## src/pmic_irq_params.svh

```systemverilog
`ifndef PMIC_IRQ_PARAMS_SVH
`define PMIC_IRQ_PARAMS_SVH
`define ADDR_FLAGS_BASE 8'h00
`define ADDR_MASKS_BASE 8'h04
`define ADDR_LEVELS_BASE 8'h08
`define ADDR_RISE_EN 8'h0c
`define ADDR_FALL_EN 8'h0d
`define ADDR_INT_CTRL 8'h0e
`define ADDR_SLEEP_CFG 8'h0f
`define ADDR_HOLD_DELAY 8'h10
`define ADDR_NONE 8'hff
`define RST_MASKS 8'h00
`define RST_RISE_EN 8'h00
`define RST_FALL_EN 8'h00
`define RST_INT_CTRL 3'h0
`define RST_SLEEP_CFG 1'b0
`define RST_HOLD_DELAY 2'h0
`define G1_HOLD_BIT 2
`define G1_BTN_BIT 1
`define G1_EDGE_RISE 8'h72
`define G1_EDGE_FALL 8'h70
`define G2_EDGE_RISE 8'h70
`define G3_EDGE_RISE 8'hff
`define CLK_MHZ 100
`define HOLD_BASE_MS 1000
`endif

```

## src/pmic_irq_pkg.sv

```systemverilog
package pmic_irq_pkg;
   // Control word: pending storage, clear method, line polarity
   typedef struct packed {
      logic pending_en;
      logic clear_on_write;
      logic active_high;
   } int_ctrl_t;
   typedef logic [7:0] byte_t;
endpackage

```

## src/pmic_interrupt_controller.sv

```systemverilog
`timescale 1ns/1ps
`include "pmic_irq_params.svh"
module pmic_interrupt_controller #(
   parameter int unsigned HOLD_BASE_CYCLES = `HOLD_BASE_MS * `CLK_MHZ * 1000
) (
   input wire logic clk_in,
   input wire logic reset_in,
   input wire logic [7:0] addr_in,
   input wire logic [7:0] wdata_in,
   input wire logic wr_in,
   input wire logic rd_in,
   output logic [7:0] rdata_out,
   input wire logic supply_monitor_event_in,
   input wire logic die_overheat_event_in,
   input wire logic powerdown_pin_event_in,
   input wire logic power_button_n_in,
   input wire logic device_on_in,
   input wire logic sleep_state_in,
   input wire logic short_event_in,
   input wire logic first_supply_event_in,
   input wire logic reset_pin_event_in,
   input wire logic [7:0] group_three_events_in,
   input wire logic [7:0] gpio_levels_in,
   input wire logic [7:0] gpio_primary_in,
   output logic irq_out,
   output logic on_request_out
);
   localparam int SYNC_W = 23;

   function automatic logic [7:0] edge_ev(input logic [7:0] prev, input logic [7:0] cur,
                                          input logic [7:0] rise, input logic [7:0] fall);
      edge_ev = (~prev & cur & rise) | (prev & ~cur & fall);
   endfunction

   function automatic logic is_addr(input logic [7:0] a, input logic [7:0] base,
                                    input logic [1:0] idx);
      is_addr = (a == (base + {6'h00, idx}));
   endfunction

   logic [SYNC_W-1:0] s1_q;
   logic [SYNC_W-1:0] s2_q;
   logic [SYNC_W-1:0] raw;
   logic [7:0] lc [4];
   logic [7:0] lp_q [4];
   logic [7:0] ev [4];
   logic [7:0] evm [4];
   logic [7:0] clr [4];
   logic [7:0] flags_q [4];
   logic [7:0] pend_q [4];
   logic [7:0] mask_q [4];
   logic [7:0] rise_q;
   logic [7:0] fall_q;
   pmic_irq_pkg::int_ctrl_t ctrl_q;
   logic sleep_mask_q;
   logic [1:0] hold_q;
   logic [31:0] hold_cnt_q;
   logic [31:0] hold_thr;
   logic hold_hit;
   logic hold_live;
   logic btn_low;
   logic [7:0] last_addr_q;
   logic acc_same;
   logic irq_active;
   logic irq_asserted;
   logic [7:0] read_val;
   logic [7:0] rdata_q;
   logic irq_q;
   logic on_req_q;

   assign raw = {gpio_levels_in, group_three_events_in, supply_monitor_event_in,
                 die_overheat_event_in, powerdown_pin_event_in, ~power_button_n_in,
                 short_event_in, first_supply_event_in, reset_pin_event_in};

   always_ff @(posedge clk_in or posedge reset_in) begin
      if (reset_in) begin
         s1_q <= '0;
         s2_q <= '0;
      end else begin
         s1_q <= raw;
         s2_q <= s1_q;
      end
   end

   assign btn_low = s2_q[3];
   assign hold_thr = HOLD_BASE_CYCLES * ({30'h0, hold_q} + 32'h1);
   assign hold_live = btn_low && (hold_cnt_q == hold_thr);
   assign hold_hit = btn_low && (hold_cnt_q == hold_thr - 32'h1);

   // Long hold timer, restarts on release
   always_ff @(posedge clk_in or posedge reset_in) begin
      if (reset_in) begin
         hold_cnt_q <= 32'h0;
      end else if (!btn_low) begin
         hold_cnt_q <= 32'h0;
      end else if (hold_cnt_q != hold_thr) begin
         hold_cnt_q <= hold_cnt_q + 32'h1;
      end
   end

   // Live levels of each source line
   always_comb begin
      lc[0] = {1'b0, s2_q[6], s2_q[5], s2_q[4], 1'b0, hold_live, btn_low, 1'b0};
      lc[1] = {1'b0, s2_q[2], s2_q[1], s2_q[0], 4'h0};
      lc[2] = s2_q[14:7];
      lc[3] = s2_q[22:15];
   end

   always_ff @(posedge clk_in or posedge reset_in) begin
      if (reset_in) begin
         for (int g = 0; g < 4; g++) begin
            lp_q[g] <= 8'h00;
         end
      end else begin
         for (int g = 0; g < 4; g++) begin
            lp_q[g] <= lc[g];
         end
      end
   end

   // Edge events of all four groups; group one hold and button override
   always_comb begin
      ev[0] = edge_ev(lp_q[0], lc[0], `G1_EDGE_RISE, `G1_EDGE_FALL);
      // Button press counts only while on
      ev[0][`G1_BTN_BIT] = ev[0][`G1_BTN_BIT] & device_on_in;
      ev[0][`G1_HOLD_BIT] = hold_hit;
      ev[1] = edge_ev(lp_q[1], lc[1], `G2_EDGE_RISE, 8'h00);
      ev[2] = edge_ev(lp_q[2], lc[2], `G3_EDGE_RISE, 8'h00);
      ev[3] = edge_ev(lp_q[3], lc[3], rise_q & gpio_primary_in, fall_q & gpio_primary_in);
   end

   // Any access counts as the intervening one between two clears
   assign acc_same = (addr_in == last_addr_q);

   always_ff @(posedge clk_in or posedge reset_in) begin
      if (reset_in) begin
         last_addr_q <= `ADDR_NONE;
      end else if (rd_in || wr_in) begin
         last_addr_q <= addr_in;
      end
   end

   assign irq_active = |{flags_q[0], flags_q[1], flags_q[2], flags_q[3]};

   // Per-group flag, pending and mask state
   for (genvar gi = 0; gi < 4; gi++) begin : g_grp
      logic [7:0] flag_left;
      logic hit_flag;

      assign hit_flag = is_addr(addr_in, `ADDR_FLAGS_BASE, 2'(gi)) && !acc_same;
      assign clr[gi] = !hit_flag ? 8'h00 :
                       ctrl_q.clear_on_write ? (wr_in ? wdata_in : 8'h00) :
                       (rd_in ? 8'hff : 8'h00);
      assign evm[gi] = ev[gi] & ~mask_q[gi];
      // A clear takes the pending level first
      assign flag_left = flags_q[gi] & ~(clr[gi] & ~pend_q[gi]);

      // New source flagged at once, set beats clear
      // Masked flag keeps its value until cleared
      always_ff @(posedge clk_in or posedge reset_in) begin
         if (reset_in) begin
            flags_q[gi] <= 8'h00;
         end else begin
            flags_q[gi] <= flag_left | evm[gi];
         end
      end

      // Repeat held as one pending event
      // Repeat dropped when pending storage is off
      always_ff @(posedge clk_in or posedge reset_in) begin
         if (reset_in) begin
            pend_q[gi] <= 8'h00;
         end else if (ctrl_q.pending_en && irq_active) begin
            pend_q[gi] <= (pend_q[gi] & ~clr[gi]) | (evm[gi] & flag_left);
         end else begin
            pend_q[gi] <= pend_q[gi] & ~clr[gi];
         end
      end

      always_ff @(posedge clk_in or posedge reset_in) begin
         if (reset_in) begin
            mask_q[gi] <= `RST_MASKS;
         end else if (wr_in && is_addr(addr_in, `ADDR_MASKS_BASE, 2'(gi))) begin
            mask_q[gi] <= wdata_in;
         end
      end
   end

   // Polarity, clear method, pending storage, sleep mask, hold delay and edge enables
   always_ff @(posedge clk_in or posedge reset_in) begin
      if (reset_in) begin
         ctrl_q <= `RST_INT_CTRL;
         sleep_mask_q <= `RST_SLEEP_CFG;
         hold_q <= `RST_HOLD_DELAY;
         rise_q <= `RST_RISE_EN;
         fall_q <= `RST_FALL_EN;
      end else if (wr_in) begin
         if (addr_in == `ADDR_INT_CTRL) begin
            ctrl_q <= pmic_irq_pkg::int_ctrl_t'(wdata_in[2:0]);
         end
         if (addr_in == `ADDR_SLEEP_CFG) begin
            sleep_mask_q <= wdata_in[0];
         end
         if (addr_in == `ADDR_HOLD_DELAY) begin
            hold_q <= wdata_in[1:0];
         end
         if (addr_in == `ADDR_RISE_EN) begin
            rise_q <= wdata_in;
         end
         if (addr_in == `ADDR_FALL_EN) begin
            fall_q <= wdata_in;
         end
      end
   end

   always_comb begin
      read_val = 8'h00;
      for (int g = 0; g < 4; g++) begin
         if (is_addr(addr_in, `ADDR_FLAGS_BASE, 2'(g))) begin
            read_val = flags_q[g];
         end
         if (is_addr(addr_in, `ADDR_MASKS_BASE, 2'(g))) begin
            read_val = mask_q[g];
         end
         if (is_addr(addr_in, `ADDR_LEVELS_BASE, 2'(g))) begin
            read_val = lc[g];
         end
      end
      if (addr_in == `ADDR_RISE_EN) begin
         read_val = rise_q;
      end
      if (addr_in == `ADDR_FALL_EN) begin
         read_val = fall_q;
      end
      if (addr_in == `ADDR_INT_CTRL) begin
         read_val = {5'h00, ctrl_q};
      end
      if (addr_in == `ADDR_SLEEP_CFG) begin
         read_val = {7'h00, sleep_mask_q};
      end
      if (addr_in == `ADDR_HOLD_DELAY) begin
         read_val = {6'h00, hold_q};
      end
   end

   // Data valid only in the cycle after the read strobe
   always_ff @(posedge clk_in or posedge reset_in) begin
      if (reset_in) begin
         rdata_q <= 8'h00;
      end else begin
         rdata_q <= rd_in ? read_val : 8'h00;
      end
   end

   assign irq_asserted = irq_active && !(sleep_state_in && sleep_mask_q);

   // Inactive when every flag is clear, or in sleep state with the sleep mask set
   always_ff @(posedge clk_in or posedge reset_in) begin
      if (reset_in) begin
         irq_q <= 1'b1;
      end else begin
         irq_q <= ctrl_q.active_high ? irq_asserted : !irq_asserted;
      end
   end

   // Button press requests switch-on regardless of mask
   always_ff @(posedge clk_in or posedge reset_in) begin
      if (reset_in) begin
         on_req_q <= 1'b0;
      end else begin
         on_req_q <= irq_active || btn_low;
      end
   end

   assign rdata_out = rdata_q;
   assign irq_out = irq_q;
   assign on_request_out = on_req_q;

   property p_mask_blocks;
      @(posedge clk_in) disable iff (reset_in)
      (mask_q[0] & ~flags_q[0]) != 8'h00 |=>
         (flags_q[0] & $past(mask_q[0] & ~flags_q[0])) == 8'h00;
   endproperty
   a_mask_blocks: assert property (p_mask_blocks) else $error("masked flag set");

   property p_idle_level;
      @(posedge clk_in) disable iff (reset_in)
      !irq_active |=> irq_out == !$past(ctrl_q.active_high);
   endproperty
   a_idle_level: assert property (p_idle_level) else $error("line active with no flags");

   property p_active_level;
      @(posedge clk_in) disable iff (reset_in)
      (irq_active && !sleep_state_in) |=> irq_out == $past(ctrl_q.active_high);
   endproperty
   a_active_level: assert property (p_active_level) else $error("line not active");

   property p_read_clear;
      @(posedge clk_in) disable iff (reset_in)
      (rd_in && !ctrl_q.clear_on_write && addr_in == `ADDR_FLAGS_BASE && !acc_same
       && pend_q[0] == 8'h00) |=> (flags_q[0] & ~$past(evm[0])) == 8'h00;
   endproperty
   a_read_clear: assert property (p_read_clear) else $error("read did not clear");

   property p_read_other;
      @(posedge clk_in) disable iff (reset_in)
      (rd_in && addr_in == `ADDR_FLAGS_BASE) |=>
         (flags_q[1] & $past(flags_q[1])) == $past(flags_q[1]);
   endproperty
   a_read_other: assert property (p_read_other) else $error("other group cleared");

   property p_write_clear;
      @(posedge clk_in) disable iff (reset_in)
      (wr_in && ctrl_q.clear_on_write && addr_in == `ADDR_FLAGS_BASE + 8'h01 && !acc_same
       && pend_q[1] == 8'h00) |=>
         (flags_q[1] & $past(wdata_in) & ~$past(evm[1])) == 8'h00 &&
         (flags_q[1] & $past(flags_q[1] & ~wdata_in)) == $past(flags_q[1] & ~wdata_in);
   endproperty
   a_write_clear: assert property (p_write_clear) else $error("write clear wrong bits");

   property p_pending_hold;
      @(posedge clk_in) disable iff (reset_in)
      (ctrl_q.pending_en && irq_active && clr[3] == 8'h00 && (evm[3] & flags_q[3]) != 8'h00)
      |=> (pend_q[3] & $past(evm[3] & flags_q[3])) == $past(evm[3] & flags_q[3]);
   endproperty
   a_pending_hold: assert property (p_pending_hold) else $error("repeat not pending");

   property p_no_pending;
      @(posedge clk_in) disable iff (reset_in)
      !ctrl_q.pending_en |=> (pend_q[3] & ~$past(pend_q[3])) == 8'h00;
   endproperty
   a_no_pending: assert property (p_no_pending) else $error("repeat stored");

   property p_same_reg;
      @(posedge clk_in) disable iff (reset_in)
      (rd_in && acc_same && addr_in == `ADDR_FLAGS_BASE + 8'h03) |=>
         (flags_q[3] & $past(flags_q[3])) == $past(flags_q[3]);
   endproperty
   a_same_reg: assert property (p_same_reg) else $error("second access cleared");

   property p_new_source;
      @(posedge clk_in) disable iff (reset_in)
      (evm[1] & ~flags_q[1]) != 8'h00 |=>
         (flags_q[1] & $past(evm[1])) == $past(evm[1]);
   endproperty
   a_new_source: assert property (p_new_source) else $error("new event not flagged");

   property p_long_hold;
      @(posedge clk_in) disable iff (reset_in)
      (hold_hit && !mask_q[0][`G1_HOLD_BIT]) |=> flags_q[0][`G1_HOLD_BIT] ##1 hold_live;
   endproperty
   a_long_hold: assert property (p_long_hold) else $error("long hold not flagged");
endmodule

```

## config.mk

```make
export PLATFORM = sky130hd
export DESIGN_NAME = pmic_interrupt_controller
export DESIGN_NICKNAME = d
export VERILOG_FILES = /design/src/pmic_irq_pkg.sv /design/src/pmic_interrupt_controller.sv
export VERILOG_INCLUDE_DIRS = /design/src
export SDC_FILE = /design/constraint.sdc
export NUM_CORES = 1
export LEC_CHECK = 0
export BUFFER_PORTS_ARGS = -buffer_cell sky130_fd_sc_hd__clkbuf_2
export CAP_MARGIN = 20
export CORE_ASPECT_RATIO = 0.7
export CORE_MARGIN = 2
export CORE_UTILIZATION = 50
export DETAILED_ROUTE_END_ITERATION = 10
export MAX_ROUTING_LAYER = met4
export PLACE_DENSITY = 0.67
export SKIP_CTS_REPAIR_TIMING = 1
export SLEW_MARGIN = 20
export SYNTH_ARGS = -nofsm -noshare
export SYNTH_HDL_FRONTEND = slang
export SYNTH_SLANG_ARGS = --single-unit
```

## constraint.sdc

```tcl
create_clock -name clk_in -period 9.14 [get_ports clk_in]
set_input_delay 1.828 -clock clk_in [delete_from_list [all_inputs] [get_ports clk_in]]
set_output_delay 1.828 -clock clk_in [all_outputs]
set_load 0.01 [all_outputs]
```

-- Yosys cells after proc, flatten, opt, wreduce, memory -nomap -nowiden
Cells that the tools add are included.
- magnitude comparators: 0
- divide/modulo/power cells: 0
- bitwise operators: 64
- reductions and logical operators: 25
- mux-type cells: 32
- equality and inequality tests: 21
- shift operators: 0
- $mul: 1
- add/sub/neg operators: 3
- operators with widths (cell ; count):
    2-to-1 mux 8 bit ; 29
    AND 8 bit ; 25
    inverter 8 bit ; 19
    bitwise OR 8 bit ; 9
    == test 8 x 4 -> 1 bit (second input constant) ; 8
    2-to-1 mux 32 bit ; 2
    adder 32 x 1 -> 32 bit (second input constant) ; 1
    == test 32 x 30 -> 1 bit ; 1
    == test 32 bit ; 1
    == test 8 x 3 -> 1 bit (second input constant) ; 4
    != test 32 x 30 -> 1 bit ; 1
    OR reduction 32 bit ; 1
    subtractor 30 x 1 -> 31 bit (second input constant) ; 1
    multiplier 19 x 3 -> 22 bit (first input constant) ; 1
    AND 7 bit ; 3
    inverter 7 bit ; 3
    AND 7 x 8 -> 8 bit ; 2
    == test 8 x 2 -> 1 bit (second input constant) ; 2
    logical AND 1 bit ; 13
    AND reduction 2 bit ; 5
    == test 8 x 1 -> 1 bit (second input constant) ; 1
    == test 8 x 5 -> 1 bit (second input constant) ; 1
    == test 8 bit ; 1
    logical NOT 8 bit ; 1
    8 further kinds ; 11
- memory bits (read-only): 0
- register bits: 238
- memory bits (writable): 0
- output and inout bits: 10
- bits in latches: 0
- logic and storage cells: 176
- memories: 0
- input port bits: 53

-- Longest topological paths before layout
Gate-level depths: netlist of the first run.
- depth in word-level cells: 20
- gate-level depth with buffers: 11
- mapped depth without buffers: 10

-- Least setup slack after synthesis of the first run
No wires, ideal clock.
- path kind: input to register
- start: in addr_in[4]
- end: reg pend_q[6] in the netlist's numbering
- data arrival time: 3.646 ns
- stages: 7
- library setup time: 0.131 ns
- path slack: 5.363 ns
- buffers on the path: 2
- required time: 9.009 ns
- cell sequence: or4_1 > clkbuf_2 > nor4_4 > nand2_1 > buf_2 > or2_2 > maj3_1
- longest elaborated chain between the ends: 10
- elaborated cells on any way between the ends: 13
- RTL lines (item ; line ; RTL):
    start, declared ; pmic_interrupt_controller.sv:8 ; input wire logic [7:0] addr_in,
    == test 8 bit ; pmic_interrupt_controller.sv:132 ; assign acc_same = (addr_in == last_addr_q);
    logical NOT 1 bit ; pmic_interrupt_controller.sv:149 ; assign hit_flag = is_addr(addr_in, `ADDR_FLAGS_BASE, 2'(gi)) && !acc_same;
    logical AND 1 bit * ; pmic_interrupt_controller.sv:149 ;
    2-to-1 mux 8 bit * ; pmic_interrupt_controller.sv:150 ; assign clr[gi] = !hit_flag ? 8'h00 :
    AND 8 bit ; pmic_interrupt_controller.sv:155 ; assign flag_left = flags_q[gi] & ~(clr[gi] & ~pend_q[gi]);
    inverter 8 bit ; pmic_interrupt_controller.sv:155 ;
    AND 8 bit ; pmic_interrupt_controller.sv:155 ;
    AND 8 bit ; pmic_interrupt_controller.sv:173 ; pend_q[gi] <= (pend_q[gi] & ~clr[gi]) | (evm[gi] & flag_left);
    bitwise OR 8 bit ; pmic_interrupt_controller.sv:173 ;
    2-to-1 mux 8 bit * ; pmic_interrupt_controller.sv:172 ; end else if (ctrl_q.pending_en && irq_active) begin
    end signal, assigned by index ; pmic_interrupt_controller.sv:173 ;
    end signal, assigned by index ; pmic_interrupt_controller.sv:175 ; pend_q[gi] <= pend_q[gi] & ~clr[gi];
    end, declared ; pmic_interrupt_controller.sv:49 ; logic [7:0] pend_q [4];
Every way passes the cells marked *; elsewhere a longest branch is shown, timed or not.
A chain may end at the register's enable or synchronous reset.

-- Worst setup path in the final report of the first run
- start: in addr_in[4]
- end: reg rise_q[1]
- longest elaborated chain between the ends: 2
- RTL lines (item ; line ; RTL):
    == test 8 x 4 -> 1 bit (no line) ; n/a ;
    AND reduction 2 bit (no line) ; n/a ;
    end signal, assigned ; pmic_interrupt_controller.sv:194 ; rise_q <= `RST_RISE_EN;
    end signal, assigned ; pmic_interrupt_controller.sv:207 ; rise_q <= wdata_in;
    end, declared ; pmic_interrupt_controller.sv:51 ; logic [7:0] rise_q;
Every way passes these cells.

==> impl_metrics.json, run 1 <==
{
  "fmax_mhz": 228,
  "cp.arrival_ns": 4.80,
  "routed_via_density": 6.24,
  "synth-seq-cells": 237,
  "final_common_cell": "dfrtp_1",
  "final_cell_mix": "228 x dfrtp_1, 81 x o21ai_0, 69 x nand2_1, 62 x clkbuf_2, 58 x mux2_2",
  "synthArstFlopShare": 1.00,
  "ys_warn_count": 0,
  "clk_latency_ns": 0.53,
  "p_switching_uw": 564,
  "yosysSeqAreaShare": 0.529,
  "n_antenna_cell": 0,
  "period_share": 0.481,
  "die-width_um": 183,
  "syn-cell-area_um2": 11200,
  "cts_tree": "done",
  "final_nets": 1165,
  "portBuffers": 62,
  "multi_input_area_um2": 4990,
  "drtIter0Drc": 811,
  "finClkSkew_ns": 0.0119,
  "grt_pass1_vias": 8137,
  "grt_pass1_wl_um": 50100,
  "cts.sinks": 237,
  "critPathMaxFanout": 16,
  "setup_viol": 0,
  "hold_path_depth": 0,
  "grt_antenna_before_repair": 0,
  "status": "finished clean",
  "synth.avg_cell_area_um2": 10.7,
  "drv_slew": 0,
  "detail_route.wl_per_cell_um": 23.2,
  "syn2layout_area_growth_pct": 11.6,
  "peakVddDrop_mv": 0.155,
  "pwr-share-seq": 0.503,
  "synth_edf_count": 0,
  "die_area_um2": 23700,
  "r2r_cells": 9,
  "wirelength_um": 32500,
  "grt_max_degree": 103,
  "num_vias": 8718,
  "num_io_pins": 63,
  "pre_cts_ws_ns": 4.29,
  "clock_path_buffers": 3,
  "crit_required_ns": 9.55,
  "gp_congestion": 0.983,
  "ant_nets": 0,
  "syn_nets": 1116,
  "cp-end-kind": "register",
  "relSlewSlack": 0.333,
  "cap_violations": 0,
  "worstMarginPinSlew_ns": 0.999,
  "core_um2": 21800,
  "rsz0062_at_grt": "false",
  "powerDensity_nw_per_um2": 182,
  "regArea_um2": 5940,
  "p_int_uw": 1720,
  "nFillCells": 1870,
  "fin_ws_ns": 4.75,
  "p_leak_uw": 0.00553,
  "grtUsageTotal": 0.290,
  "firstDrtPassIters": 5,
  "tns_ns": 0,
  "numCtsBuffers": 23,
  "p_comb_frac": 0.078,
  "dp_hpwl_um": 23200,
  "drive_above_1_share": 0.166,
  "rows": 45,
  "drcViolationCount": 0,
  "path_class": "primary input to register",
  "cp-start-kind": "primary input",
  "finalCriticalPeriod_ns": 4.39,
  "synth.distinct_cells": 74,
  "hold_viol_final": 0,
  "overflow": 0,
  "clkTransAtPathRegs_ns": 0.06,
  "synthFlopType": "dfrtp_1",
  "root_buffer": "clkbuf_16",
  "netlist_instances": 1050,
  "min_path_type": "register to register",
  "swShare": 0.247,
  "start_util": 0.514,
  "htreeDepth": 1,
  "die-height_um": 129,
  "pwr-share-clk": 0.419
}
-- per-stage QoR --
stage	power, µW	utilization	std cells	hold WS, ns	area [µm²]
2_1_floorplan	1270	-	1050	0.331	11200
3_3_place_gp	1340	0.540	1356	0.332	11800
3_5_place_dp	1340	0.540	1356	0.335	11800
4_1_cts	2290	0.574	1397	0.344	12500
5_1_grt	2360	0.574	1397	0.353	12500
6_report	2280	0.574	1397	0.343	12500
-- area by class of cell --
cell class                      instances  area share
Inverter                               33      0.0105
Timing Repair Buffer                   71      0.0301
Multi-Input combinational cell        733       0.398
Tap cell                              282      0.0281
Clock inverter                          7     0.00709
Clock buffer                           34      0.0524
Sequential cell                       237       0.474
-- logic make-up (layout without fill, tap and decap cells) --
logic type / count (synthesis) / after routing / share of synthesized area
buffers and inverters: 80 / 145 / 0.0273
AND/OR/NAND/NOR: 342 / 342 / 0.167
adder cells (fa/ha/maj): 15 / 15 / 0.0163
AO/OA/AOI/OAI: 262 / 262 / 0.155
flip-flops: 237 / 237 / 0.529
multiplexers: 65 / 65 / 0.0655
XOR/XNOR: 49 / 49 / 0.0394
-- synthesized netlist by cell type (11+ instances only) --
cell type / count / area [µm²]
nor3_1: 30 / 150
nand2_1: 69 / 259
nor2_1: 45 / 169
inv_1: 33 / 124
nand3_1: 34 / 170
and3_1: 13 / 81.3
o21ai_0: 81 / 405
xnor2_1: 29 / 254
and2_1: 26 / 163
o22ai_1: 12 / 75.1
a21oi_1: 40 / 200
nand2b_1: 13 / 81.3
mux2_2: 58 / 653
dfrtp_1: 228 / 5710
o21a_1: 19 / 143
or3_1: 16 / 100
nor4_1: 18 / 113
o31ai_1: 11 / 82.6
ha_1: 13 / 163
xor2_1: 19 / 166
clkbuf_1: 36 / 135
nand4_1: 23 / 144
-- final timing paths --
check	start	to	slack, ns
hold / removal	s1_q[18]	s2_q[18]	0.34
min in group asynchronous	reset_in	s1_q[3]	1.43
setup reg to reg	hold_q[0]	pend_q[26]	4.81
hold reg to reg	s1_q[18]	s2_q[18]	0.34
max in group asynchronous	reset_in	pend_q[28]	6.26
setup / recovery	addr_in[4]	rise_q[1]	4.75
-- power groups by stage --
stage / Combinational [µW] / Clock [µW] / Sequential (µW)
6_report: 179 / 955 / 1150
5_1_grt: 198 / 1010 / 1150
2_1_floorplan: 120 / 0 / 1150
3_5_place_dp: 176 / 0 / 1160
3_3_place_gp: 173 / 0 / 1160
4_1_cts: 177 / 969 / 1150
-- state kept, by name (all words and copies together) (netlist names), 23 cells and up --
name / count
pend_q: 32
s1_q: 23
lp_q: 23
hold_cnt_q: 32
mask_q: 32
flags_q: 32
s2_q: 23
-- metal layers --
| layer | vias up | track usage | wire length [µm] |
|---|---|---|---|
| met2 | 367 | 0.358 | 12300 |
| met3 | 54 | 0.0770 | 3380 |
| met5 | - | - | 0 |
| met4 | 0 | 0.0574 | 640 |
| met1 | 4334 | 0.465 | 16200 |
| li1 | 3963 | - | - |
-- critical path: stages --
cell and delay, ns:
clkbuf_2 0.13, or4_1 0.91, nor3_1 0.80, nand3_1 0.66, mux2_2 0.47
No activity file was read; power rests on OpenSTA's default activity.
==> run 2, diff against run 1 <==
Settings changed: PLACE_DENSITY 0.67 to 0.7.
Clock period 9.14 ns to 3.65 ns, I/O delays scaled along.
==> run 2 against run 1 <==
Against the previous run:
- cell count increased by 2.9%
- sequential power is 150% higher
- highest routed layer unchanged
- die area is the same
- largest cell class unchanged
- non-clock buffer count up 39
- setup slack worse by 4.4 ns
- core utilization grew 1.7 points
- sequential share of layout area fell by 1.3 points
- critical path depth increased by 5
- critical path type is now register to register
- clock power increased to 2.6 times the previous value
- worst hold slack worse by 0.098 ns
- design area is 2.9% higher
- combinational power rose to 2.7 times the previous value
==> impl_metrics.json, run 2 (same netlist as run 1, synthesis figures left out) <==
{
  "num_vias": 8993,
  "drtIter0Drc": 1123,
  "htreeDepth": 1,
  "rows": 45,
  "cts.sinks": 237,
  "dp_cells": 1395,
  "final_cell_mix": "228 x dfrtp_1, 81 x o21ai_0, 69 x nand2_1, 62 x clkbuf_2, 58 x mux2_2",
  "grt_pass1_wl_um": 49900,
  "hold_viol_final": 0,
  "final_common_cell": "dfrtp_1",
  "p_switching_uw": 1450,
  "status": "finished clean",
  "routed_via_density": 6.26,
  "drcViolationCount": 0,
  "n_antenna_cell": 0,
  "fmax_mhz": 301,
  "cp-end-kind": "register",
  "relSlewSlack": 0.363,
  "syn2layout_area_growth_pct": 14.9,
  "crit_family": "simple AND/OR/NAND/NOR gates",
  "grt_antenna_before_repair": 0,
  "portBuffers": 62,
  "drv_slew": 0,
  "worst_path_most_repeated_cell": "inv_1",
  "firstDrtPassIters": 5,
  "cp-start-kind": "register",
  "worst_path_max_delay_cell": "or4_4",
  "crit_required_ns": 4.08,
  "powerDensity_nw_per_um2": 448,
  "min_path_type": "primary input to async pin",
  "path_class": "register to register",
  "peakVddDrop_mv": 0.411,
  "grt_max_degree": 85,
  "clk_latency_ns": 0.53,
  "numCtsBuffers": 23,
  "critPathMaxFanout": 11,
  "grt_pass1_vias": 8448,
  "num_io_pins": 63,
  "wirelength_um": 32200,
  "pwr-share-clk": 0.422,
  "core_um2": 21800,
  "final_nets": 1204,
  "clock_path_buffers": 3,
  "drive_above_1_share": 0.199,
  "utilization": 0.590,
  "p_int_uw": 4340,
  "nFillCells": 1841,
  "regArea_um2": 5940,
  "finClkSkew_ns": 0.0130,
  "path_buf_inv": 2,
  "cp.arrival_ns": 3.75,
  "die-width_um": 183,
  "p_leak_uw": 0.00574,
  "die-height_um": 129,
  "period_share": 0.909,
  "swShare": 0.251,
  "pwr-share-seq": 0.496,
  "root_buffer": "clkbuf_16",
  "start_util": 0.514,
  "cap_violations": 0,
  "final_cell_count_no_fill": 1437,
  "crit_chain": "inv_1 > ha_2 > inv_1 > ha_1 > xor2_1 > nor4b_1 > nand3_1 > or4_4 > or3_1 > o31ai_1",
  "finalCriticalPeriod_ns": 3.32,
  "rsz0062_at_grt": "false",
  "slowest_delay_ns": 0.52,
  "gp_congestion": 1.03,
  "clkTransAtPathRegs_ns": 0.07,
  "worstMarginPinSlew_ns": 0.947,
  "grtUsageTotal": 0.285,
  "die_area_um2": 23700,
  "ant_nets": 0,
  "detail_route.wl_per_cell_um": 22.4,
  "setup_viol": 0,
  "multi_input_area_um2": 4990,
  "cts_tree": "done",
  "dp_hpwl_um": 23200,
  "p_comb_frac": 0.082,
  "overflow": 0
}
## run 2: cell count changes in the layout (fill, tap and decap cells not counted), sizes merged
cell	previous run	this run
clkinv	4	7
inv	34	33
buf	9	48
clkinvlp	0	3
clkbuf	96	92
## run 2: through the flow
stage	setup slack, ns	TNS, ns	instance area [µm²]	hold WS [ns]	total power [µW]
after floorplan	-0.179	-40.70	11200	0.331	3170
after global placement	0.443	0	12100	0.331	3370
after detailed placement	0.305	0	12100	0.335	3380
after CTS	0.298	0	12900	0.248	5820
after global routing	0.0853	0	12900	0.270	6000
final	0.331	0	12900	0.245	5790
## run 2: power by group through the flow
stage	Combinational (µW)	Sequential, µW	Clock, µW
2_1_floorplan	300	2870	0
6_report	477	2870	2440
3_5_place_dp	468	2910	0
5_1_grt	520	2880	2600
4_1_cts	471	2860	2480
3_3_place_gp	463	2910	0
## run 2: final timing paths
check | startpoint | end | slack [ns] | depth (start not counted)
max | hold_q[0] | pend_q[26] | 0.33 | 10
min | reset_in | s2_q[3] | 0.24 | 2
max reg2reg | hold_q[0] | pend_q[26] | 0.33 | 10
min reg2reg | s1_q[6] | s2_q[6] | 0.35 | 0
max in group asynchronous | reset_in | irq_out | 2.56 | 3
min in group clk_in | group_three_events_in[2] | s1_q[9] | 0.30 | 1
## run 2: cell type report
type	instances	share of cell area
clock buffer	30	0.0498
sequential	237	0.461
tap	282	0.0274
clock inverter	12	0.0107
multi-input combinational	733	0.387
inverter	33	0.00989
timing repair buffer	110	0.0549
## run 2: worst register-to-register path, stage by stage (launching register included)
cell     delay (ns)
dfrtp_1        0.38
inv_1          0.20
ha_2           0.31
inv_1          0.09
ha_1           0.44
xor2_1         0.22
nor4b_1        0.34
nand3_1        0.14
or4_4          0.52
or3_1          0.38
o31ai_1        0.20
## run 2: routing by layer
layer	wire, µm	share of wire	up-vias	global-route usage
met1	15300	0.48	4432	0.442
met2	12300	0.38	456	0.360
met5	0	0	-	-
met3	3700	0.11	73	0.0835
li1	-	-	4032	-
met4	836	0.026	0	0.0682
